[src/rtl/settings_readback_pkg.sv]
// Constants, field positions and types shared by the run-time settings readback block.
package settings_readback_pkg;

   // Register byte offsets on the APB bus.
   localparam logic [7:0] OFS_COMMAND       = 8'h00;
   localparam logic [7:0] OFS_CHIP_SETTINGS = 8'h04;
   localparam logic [7:0] OFS_REPLY_LOW     = 8'h08;
   localparam logic [7:0] OFS_REPLY_HIGH    = 8'h0c;
   localparam logic [7:0] OFS_STATUS        = 8'h10;

   // Command code and completion status carried in the reply.
   localparam logic [7:0] CMD_GET_SETTINGS = 8'h61;
   localparam logic [7:0] STATUS_SUCCESS   = 8'h00;

   // Field positions inside the chip settings byte (reply byte 4).
   localparam int BIT_SERIAL_EN  = 7;
   localparam int BIT_RX_IDLE    = 6;
   localparam int BIT_TX_IDLE    = 5;
   localparam int BIT_TW_IDLE    = 4;
   localparam int BIT_SUSP_IDLE  = 3;
   localparam int BIT_ENUM_IDLE  = 2;
   localparam int SEC_MSB        = 1;
   localparam int SEC_LSB        = 0;

   // Field positions inside the clock divider byte (reply byte 5).
   localparam int DIV_W          = 5;
   localparam int DUTY_MSB       = 4;
   localparam int DUTY_LSB       = 3;
   localparam int RATIO_MSB      = 2;
   localparam int RATIO_LSB      = 0;
   localparam int RATIO_W        = 3;
   localparam int DUTY_W         = 2;
   localparam int DIV_PAD_W      = 3;

   // Byte lanes of the 32-bit data bus, the status ready bit and the indicator count.
   localparam int LANE_W         = 8;
   localparam int LANE_DIV       = 1;
   localparam int LANE_CHIP      = 0;
   localparam int STAT_READY_BIT = 0;
   localparam int INDICATOR_N    = 5;

   // Reset values.
   localparam logic [7:0]       CHIP_BYTE_RESET = 8'h00;
   localparam logic [DIV_W-1:0] CLOCK_DIV_RESET = 5'h00;
   localparam logic [7:0]       COMMAND_RESET   = 8'h00;

   // Clock output source and divider geometry.
   localparam int USB_CLK_MHZ      = 48;
   localparam int DIV_PHASE_SHIFT  = 2;
   localparam int DIV_COUNT_MIN_W  = 9;

   typedef enum logic [1:0] {
      sec_unsecured = 2'b00,
      sec_password  = 2'b01,
      sec_locked    = 2'b10
   } security_type;

   typedef enum logic [0:0] {
      reply_empty = 1'b0,
      reply_full  = 1'b1
   } reply_state_type;

endpackage : settings_readback_pkg

[src/rtl/sram_settings_readback.sv]
// APB-reached run-time settings store, readback reply builder and indicator pin drivers.

module sram_settings_readback #(
   parameter logic [7:0] CHIP_AREA_LEN = 8'h16,
   parameter logic [7:0] GP_AREA_LEN   = 8'h04,
   parameter int         DIV_COUNT_W   = 9
) (
   input  wire logic        pclk,
   input  wire logic        presetn,
   input  wire logic        psel,
   input  wire logic        penable,
   input  wire logic        pwrite,
   input  wire logic [7:0]  paddr,
   input  wire logic [31:0] pwdata,
   input  wire logic [3:0]  pstrb,
   output logic [31:0]      prdata,
   output logic             pready,
   output logic             pslverr,
   input  wire logic        rx_busy,
   input  wire logic        tx_busy,
   input  wire logic        twowire_busy,
   input  wire logic        twowire_indicator_enable,
   input  wire logic        usb_suspended,
   input  wire logic        suspend_indicator_enable,
   input  wire logic        usb_configured,
   input  wire logic        enumeration_indicator_enable,
   input  wire logic        clock_output_enable,
   input  wire logic        usb_clk_tick,
   output logic             rx_activity_indicator,
   output logic             tx_activity_indicator,
   output logic             twowire_activity_indicator,
   output logic             suspend_indicator,
   output logic             enumeration_done_indicator,
   output logic             serial_number_enable,
   output logic [1:0]       security_state,
   output logic             clock_output
);
   import settings_readback_pkg::*;

   logic [7:0]             chip_byte_reg;
   logic [DIV_W-1:0]       clock_div_reg;
   logic [7:0]             command_reg;
   logic [31:0]            reply_low_reg;
   logic [15:0]            reply_high_reg;
   reply_state_type        reply_state_reg;
   logic [31:0]            prdata_reg;
   logic                   pslverr_reg;
   logic                   setup_phase;
   logic                   access_done;
   logic                   write_refused;
   logic                   do_write;
   logic                   get_command;
   logic                   reply_consumed;
   logic [INDICATOR_N-1:0] idle_level;
   logic [INDICATOR_N-1:0] activity;
   logic [INDICATOR_N-1:0] indicator_enable;
   logic [INDICATOR_N-1:0] indicator_reg;

   generate
      if (DIV_COUNT_W < DIV_COUNT_MIN_W) begin : g_bad_div_width
         $error("sram_settings_readback: DIV_COUNT_W too small for the divider");
      end
   endgenerate

   // Address decode for the error answer; the read mux keeps its own case on the same offsets.
   function automatic logic reg_known(input logic [7:0] addr);
      reg_known = (addr == OFS_COMMAND) || (addr == OFS_CHIP_SETTINGS) ||
                  (addr == OFS_REPLY_LOW) || (addr == OFS_REPLY_HIGH) ||
                  (addr == OFS_STATUS);
   endfunction : reg_known

   function automatic logic reg_writable(input logic [7:0] addr);
      reg_writable = (addr == OFS_COMMAND) || (addr == OFS_CHIP_SETTINGS);
   endfunction : reg_writable

   function automatic logic [31:0] read_mux(input logic [7:0] addr);
      read_mux = '0;
      case (addr)
         OFS_COMMAND:       read_mux = {24'h000000, command_reg};
         OFS_CHIP_SETTINGS: read_mux = {16'h0000, DIV_PAD_W'(0), clock_div_reg, chip_byte_reg};
         OFS_REPLY_LOW:     read_mux = reply_low_reg;
         OFS_REPLY_HIGH:    read_mux = {16'h0000, reply_high_reg};
         OFS_STATUS:        read_mux = {31'h00000000, reply_state_reg == reply_full};
         default:           read_mux = '0;
      endcase
   endfunction : read_mux

   // A locked part refuses new settings, and the unused security code is never stored.
   always_comb begin
      write_refused = 1'b0;
      if (!reg_known(paddr)) begin
         write_refused = 1'b1;
      end else if (pwrite && !reg_writable(paddr)) begin
         write_refused = 1'b1;
      end else if (pwrite && (paddr == OFS_CHIP_SETTINGS)) begin
         if (security_type'(chip_byte_reg[SEC_MSB:SEC_LSB]) == sec_locked) begin
            write_refused = 1'b1;
         end else if (pstrb[LANE_CHIP] && (pwdata[SEC_MSB:SEC_LSB] == 2'b11)) begin
            write_refused = 1'b1;
         end
      end
   end

   assign pready         = 1'b1;
   assign setup_phase    = psel && !penable;
   assign access_done    = psel && penable && pready;
   assign do_write       = access_done && pwrite && !write_refused;
   assign get_command    = do_write && (paddr == OFS_COMMAND) && pstrb[LANE_CHIP] &&
                           (pwdata[LANE_W-1:0] == CMD_GET_SETTINGS);
   assign reply_consumed = access_done && !pwrite && (paddr == OFS_REPLY_HIGH);

   // Read data and the error answer are prepared in the setup cycle for a zero-wait access.
   always_ff @(posedge pclk or negedge presetn) begin
      if (!presetn) begin
         prdata_reg  <= '0;
         pslverr_reg <= 1'b0;
      end else if (setup_phase) begin
         prdata_reg  <= pwrite ? 32'h00000000 : read_mux(paddr);
         pslverr_reg <= write_refused;
      end
   end

   assign prdata  = prdata_reg;
   assign pslverr = pslverr_reg;

   always_ff @(posedge pclk or negedge presetn) begin
      if (!presetn) begin
         chip_byte_reg <= CHIP_BYTE_RESET;
         clock_div_reg <= CLOCK_DIV_RESET;
      end else if (do_write && (paddr == OFS_CHIP_SETTINGS)) begin
         if (pstrb[LANE_CHIP]) begin
            chip_byte_reg <= pwdata[LANE_W-1:0];
         end
         if (pstrb[LANE_DIV]) begin
            clock_div_reg <= pwdata[LANE_W+DIV_W-1:LANE_W];
         end
      end
   end

   always_ff @(posedge pclk or negedge presetn) begin
      if (!presetn) begin
         command_reg <= COMMAND_RESET;
      end else if (do_write && (paddr == OFS_COMMAND) && pstrb[LANE_CHIP]) begin
         command_reg <= pwdata[LANE_W-1:0];
      end
   end

   // The reply is a snapshot, so settings written later do not disturb a pending readback.
   always_ff @(posedge pclk or negedge presetn) begin
      if (!presetn) begin
         reply_low_reg  <= '0;
         reply_high_reg <= '0;
      end else if (get_command) begin
         reply_low_reg  <= {GP_AREA_LEN, CHIP_AREA_LEN,
                            STATUS_SUCCESS, CMD_GET_SETTINGS};
         reply_high_reg <= {DIV_PAD_W'(0),
                            clock_div_reg,
                            chip_byte_reg};
      end
   end

   // A new command wins over a read that consumes the old reply in the same cycle.
   always_ff @(posedge pclk or negedge presetn) begin
      if (!presetn) begin
         reply_state_reg <= reply_empty;
      end else begin
         case (reply_state_reg)
            reply_empty: begin
               if (get_command) begin
                  reply_state_reg <= reply_full;
               end
            end
            reply_full: begin
               if (!get_command && reply_consumed) begin
                  reply_state_reg <= reply_empty;
               end
            end
            default: reply_state_reg <= reply_empty;
         endcase
      end
   end

   assign idle_level[0]       = chip_byte_reg[BIT_RX_IDLE];
   assign activity[0]         = rx_busy;
   assign indicator_enable[0] = 1'b1;
   assign idle_level[1]       = chip_byte_reg[BIT_TX_IDLE];
   assign activity[1]         = tx_busy;
   assign indicator_enable[1] = 1'b1;
   assign idle_level[2]       = chip_byte_reg[BIT_TW_IDLE];
   assign activity[2]         = twowire_busy;
   assign indicator_enable[2] = twowire_indicator_enable;
   assign idle_level[3]       = chip_byte_reg[BIT_SUSP_IDLE];
   assign activity[3]         = usb_suspended;
   assign indicator_enable[3] = suspend_indicator_enable;
   assign idle_level[4]       = chip_byte_reg[BIT_ENUM_IDLE];
   assign activity[4]         = usb_configured;
   assign indicator_enable[4] = enumeration_indicator_enable;

   // A disabled indicator rests at its idle level instead of floating.
   genvar gi;
   generate
      for (gi = 0; gi < INDICATOR_N; gi++) begin : g_indicator
         always_ff @(posedge pclk or negedge presetn) begin
            if (!presetn) begin
               indicator_reg[gi] <= 1'b0;
            end else begin
               indicator_reg[gi] <= idle_level[gi] ^ (indicator_enable[gi] && activity[gi]);
            end
         end
      end
   endgenerate

   assign rx_activity_indicator      = indicator_reg[0];
   assign tx_activity_indicator      = indicator_reg[1];
   assign twowire_activity_indicator = indicator_reg[2];
   assign suspend_indicator          = indicator_reg[3];
   assign enumeration_done_indicator = indicator_reg[4];
   assign serial_number_enable       = chip_byte_reg[BIT_SERIAL_EN];
   assign security_state             = chip_byte_reg[SEC_MSB:SEC_LSB];

   clock_output_divider #(
      .COUNT_W (DIV_COUNT_W)
   ) u_clock_output_divider (
      .pclk     (pclk),
      .presetn  (presetn),
      .enable   (clock_output_enable),
      .usb_tick (usb_clk_tick),
      .duty     (clock_div_reg[DUTY_MSB:DUTY_LSB]),
      .ratio    (clock_div_reg[RATIO_MSB:RATIO_LSB]),
      .clk_out  (clock_output)
   );
endmodule : sram_settings_readback

[src/rtl/clock_output_divider.sv]
// Divided clock output derived from the 48 MHz USB clock tick, with selectable duty cycle.
module clock_output_divider #(
   parameter int COUNT_W = 9
) (
   input  wire logic                                     pclk,
   input  wire logic                                     presetn,
   input  wire logic                                     enable,
   input  wire logic                                     usb_tick,
   input  wire logic [settings_readback_pkg::DUTY_W-1:0]  duty,
   input  wire logic [settings_readback_pkg::RATIO_W-1:0] ratio,
   output logic                                          clk_out
);
   import settings_readback_pkg::*;

   logic [COUNT_W-1:0] count_reg;
   logic [COUNT_W-1:0] count_next;
   logic [COUNT_W-1:0] period_mask;
   logic [COUNT_W-1:0] shifted;
   logic               clk_out_reg;

   generate
      if (COUNT_W < DIV_COUNT_MIN_W) begin : g_bad_width
         $error("clock_output_divider: COUNT_W too small for the largest ratio");
      end
   endgenerate

   // The period is 2^(ratio+2) source ticks so that the four duty phases are whole ticks.
   assign period_mask = COUNT_W'((32'd1 << (5'(ratio) + 5'(DIV_PHASE_SHIFT))) - 32'd1);
   assign count_next  = (count_reg + COUNT_W'(1)) & period_mask;
   assign shifted     = count_reg >> ratio;

   // Masking keeps the counter inside the period when software shortens the ratio.
   always_ff @(posedge pclk or negedge presetn) begin
      if (!presetn) begin
         count_reg <= '0;
      end else if (!enable) begin
         count_reg <= '0;
      end else if (usb_tick) begin
         count_reg <= count_next;
      end
   end

   // Duty code n keeps the output high for n quarters of the period; code 0 holds it low.
   always_ff @(posedge pclk or negedge presetn) begin
      if (!presetn) begin
         clk_out_reg <= 1'b0;
      end else begin
         clk_out_reg <= enable && (shifted[1:0] < duty);
      end
   end

   assign clk_out = clk_out_reg;
endmodule : clock_output_divider

[config.mk]
export PLATFORM = sky130hd
export DESIGN_NAME = sram_settings_readback
export DESIGN_NICKNAME = d
export VERILOG_FILES = /design/src/rtl/settings_readback_pkg.sv /design/src/rtl/sram_settings_readback.sv /design/src/rtl/clock_output_divider.sv
export SDC_FILE = /design/constraint.sdc
export NUM_CORES = 1
export LEC_CHECK = 0
export BUFFER_PORTS_ARGS = -buffer_cell sky130_fd_sc_hd__buf_2
export CAP_MARGIN = 0
export CORE_ASPECT_RATIO = 2
export CORE_MARGIN = 2
export CORE_UTILIZATION = 52
export CTS_CLUSTER_DIAMETER = 30
export CTS_CLUSTER_SIZE = 10
export DETAILED_ROUTE_END_ITERATION = 10
export HOLD_SLACK_MARGIN = 0.02
export PLACE_DENSITY = 0.77
export SLEW_MARGIN = 10
export SYNTH_ARGS = -nofsm -noshare
export SYNTH_HDL_FRONTEND = slang
export SYNTH_HIERARCHICAL = 1
export SYNTH_SLANG_ARGS = --single-unit
[constraint.sdc]
create_clock -name pclk -period 2.93 [get_ports pclk]
set_input_delay 0 -clock pclk [delete_from_list [all_inputs] [get_ports pclk]]
set_output_delay 0 -clock pclk [all_outputs]
set_load 0.03 [all_outputs]
==> results by group <==
Run status
  • Status: finished, final reports clean

Critical path
  • Reg2Reg Launch Point: clock_div_reg[0]
  • Slowest cell on crit path: dfrtp_1
  • Crit-path max cell delay: around 0.64 ns
  • Crit Path Max Fanout: 12
  • Setup Crit Path Kind: reg -> reg
  • Cell chain of the critical path: mux4_2 > nand2_1 > nand2_1 > ha_1 > a211oi_1
  • Reg2reg path depth: 5
  • Required time worst endpoint: approximately 3.1 ns
  • WP data arrival: 2.26 ns
  • Crit path top cell by count: nand2_1
  • Reg2reg end: u_clock_output_divider/clk_out
  • CP Capture Type: flip-flop
  • Worst setup SP type: flip-flop
  • Internal reg-to-reg setup slack: 0.88 ns

Synthesis
  • Yosys cell types: 56
  • Synthesized area: 3550 sq um
  • EDFF count, synth: 0
  • Post-synth top area share: 46.5%
  • Sequential cell area fraction in the yosys report: a little under half
  • Synth top area cells: dfrtp_1, mux2_2, buf_4
  • FF+latch count, synth: 66
  • Ys flop type: dfrtp_1
  • Synth warn: 6
  • Synthesized area per cell: 11.2 sq um
  • Ys async rst share: between 90% and 100%
  • Cell type with the largest total area after synthesis: dfrtp_1
  • Post-Syn Instances: ~320

CTS
  • Clock tree from TritonCTS: yes
  • CTS H-tree lvls: 3
  • CTS buffer count: 9
  • Clock net sink count: 66
  • Setup Buffers After CTS: 0
  • Root Buffer Master: clkbuf_16
  • Clk Latency, worst-skew pair: 0.33 ns
  • Clk buf depth: 2
  • Worst-path clk slew: approximately 0.05 ns

Placement
  • GPL Wtd Cong: roughly 0.87
  • Dpl hpwl: about 5700 um
  • # port buffers: 64

Cells and area
  • Layout cells sized above 1: about 32%
  • Layout Utilization: 66.1%
  • Max FFs per register: 14
  • Nets@finish: 468
  • # diodes: 0
  • Area Growth Syn to Fin: 23.3%

STA
  • Final Hold Fails: 0
  • Fin crit period: roughly 2.1 ns
  • Fin. max-slew vios: 0
  • Worst-Margin Slew: 0.881 ns
  • Slew headroom: roughly two fifths
  • Final setup skew: approximately 0.0048 ns
  • Setup TNS: 0 ns
  • Fmax: a little under 0.5 GHz
  • Setup violators final: 0
  • Period utilization: 70.0%
  • Unrepaired setup endpoints after global routing: no

Detailed routing
  • Drc violations: 0
  • Final wirelength: 7980 um
  • DRT iter0 DRCs: approximately 130
  • Vias: about 2700
  • Vias/cell: 5.48
  • DRT Pass-1 Iters: 4
  • Routed wire length per instance: 16.1 um
  • Post-route ant nets: 0

Hold path
  • Worst Hold Class: in -> reg
  • WHS Path Cells: 3
  • Hold Path Sink: reply_state_reg
  • Hold path start: psel

Floorplanning
  • I/O pin total: 102
  • Die Width: ~62 um
  • Initial core utilization: around 54%
  • Rows: 42
  • Placeable Area: about 6600 sq um
  • Die area: approximately 7500 sq um
  • Die Span Y: about 120 um

Flow run
  • Max cap viols: 0

GRT
  • Largest net degree at the start of global routing: 40
  • First-pass GRT wire length: between 10000 and 15000 um
  • Antenna violations before repair: 0
  • All-Layer GR Usage: between 20% and 30%
  • Vias in the first global route: about 2700
  • GRT Residual Overflow: 0

Power and ir drop
  • Leak Pwr: 2.19 nW
  • Cell area power density: between 400 and 500 nW/um^2
  • Worst vdd ir: about 0.0004 V
-- where the power goes --
group          switching (mW)  internal, mW
sequential            0.00535         0.921
clock                   0.364         0.639
combinational           0.114        0.0672
-- layer usage --
layer,global-route usage (%),vias up,part of all wire [%]
met5,0,-,0
met4,13.2,0,2.9
met3,4.92,18,4.3
met2,40.6,88,56
met1,23.3,1336,37
li1,-,1272,-
-- what timing repair did --
item	4_1_cts	5_1_grt
hold endpoints to repair	67	0
resized for setup	0	0
hold buffers	24	0
endpoints found under the setup margin	0	0
-- layout by cell type, fill, tap and decap left out, drive strengths merged, types with 4 or more instances in the layout --
cell,count
nand2,28
clkbuf,14
buf,70
nand3,5
dfrtp,66
a21oi,11
o21ai,19
mux4,6
ha,7
mux2i,11
nand4,7
nand2b,4
dlygate4sd3,24
mux2,35
nor2,14
inv,13
xnor2,4
conb,16
-- kinds of logic (layout without fill, tap and decap cells) --
family,count (synthesis),count (layout),share of synthesized area (%)
simple gates,86,86,13.7
flops,66,66,46.5
mux,52,52,18.9
compound gates,50,50,8.84
buf+inv,47,123,7.68
fa+ha+maj,7,7,2.47
xor+xnor,7,7,1.73
other cells,2,16,0.211
-- layout make-up --
class / instances / area [sq um]
clock buffers: 14 / 274
multi-input cells: 218 / 1680
well taps: 88 / 110
repair buffers: 94 / 606
flip-flops and latches: 66 / 1650
inverters: 13 / 48.8
clock inverters: 2 / 10.0
fillers: 536 / 2240
-- critical path, delay by kind of cell (launching register included) --
family / cells / cell delay (ns)
compound gates: 1 / 0.27
fa+ha+maj: 1 / 0.28
flops: 1 / 0.64
mux: 1 / 0.57
simple gates: 2 / 0.17
-- synth_stat cells (6+ instances only) --
| cell | count |
|---|---|
| buf_4 | 21 |
| mux2i_1 | 11 |
| mux4_2 | 6 |
| nand4_1 | 7 |
| a21oi_1 | 11 |
| clkbuf_1 | 9 |
| dfrtp_1 | 66 |
| inv_1 | 13 |
| ha_1 | 7 |
| o21ai_0 | 19 |
| nand2_1 | 28 |
| mux2_4 | 8 |
| nor2_1 | 14 |
| mux2_2 | 27 |
-- per-stage QoR --
step	instance area, sq um	cells	hold WS (ns)	setup WS, ns	power [mW]
after floorplan	3600	331	-0.296	0.764	1.04
after global placement	3850	455	0.161	0.852	1.09
after detailed placement	3850	455	0.170	0.796	1.10
after CTS	4380	495	0.0240	0.882	2.13
after global routing	4380	495	0.0535	0.819	2.18
final	4380	495	0.0347	0.880	2.11
-- worst max path at each step --
stage          cells after the start        startpoint                             endpoint  slack (ns)
2_1_floorplan                      7  clock_div_reg[1]  u_clock_output_divider/count_reg[8]        0.76
3_3_place_gp                       5          paddr[7]                            prdata[8]        0.85
3_5_place_dp                       5          paddr[7]                           prdata[12]        0.80
4_1_cts                            5  clock_div_reg[0]       u_clock_output_divider/clk_out        0.88
5_1_grt                            6  clock_div_reg[2]  u_clock_output_divider/count_reg[8]        0.82
6_report                           5  clock_div_reg[0]       u_clock_output_divider/clk_out        0.88
(Power assumes the default switching activity.)
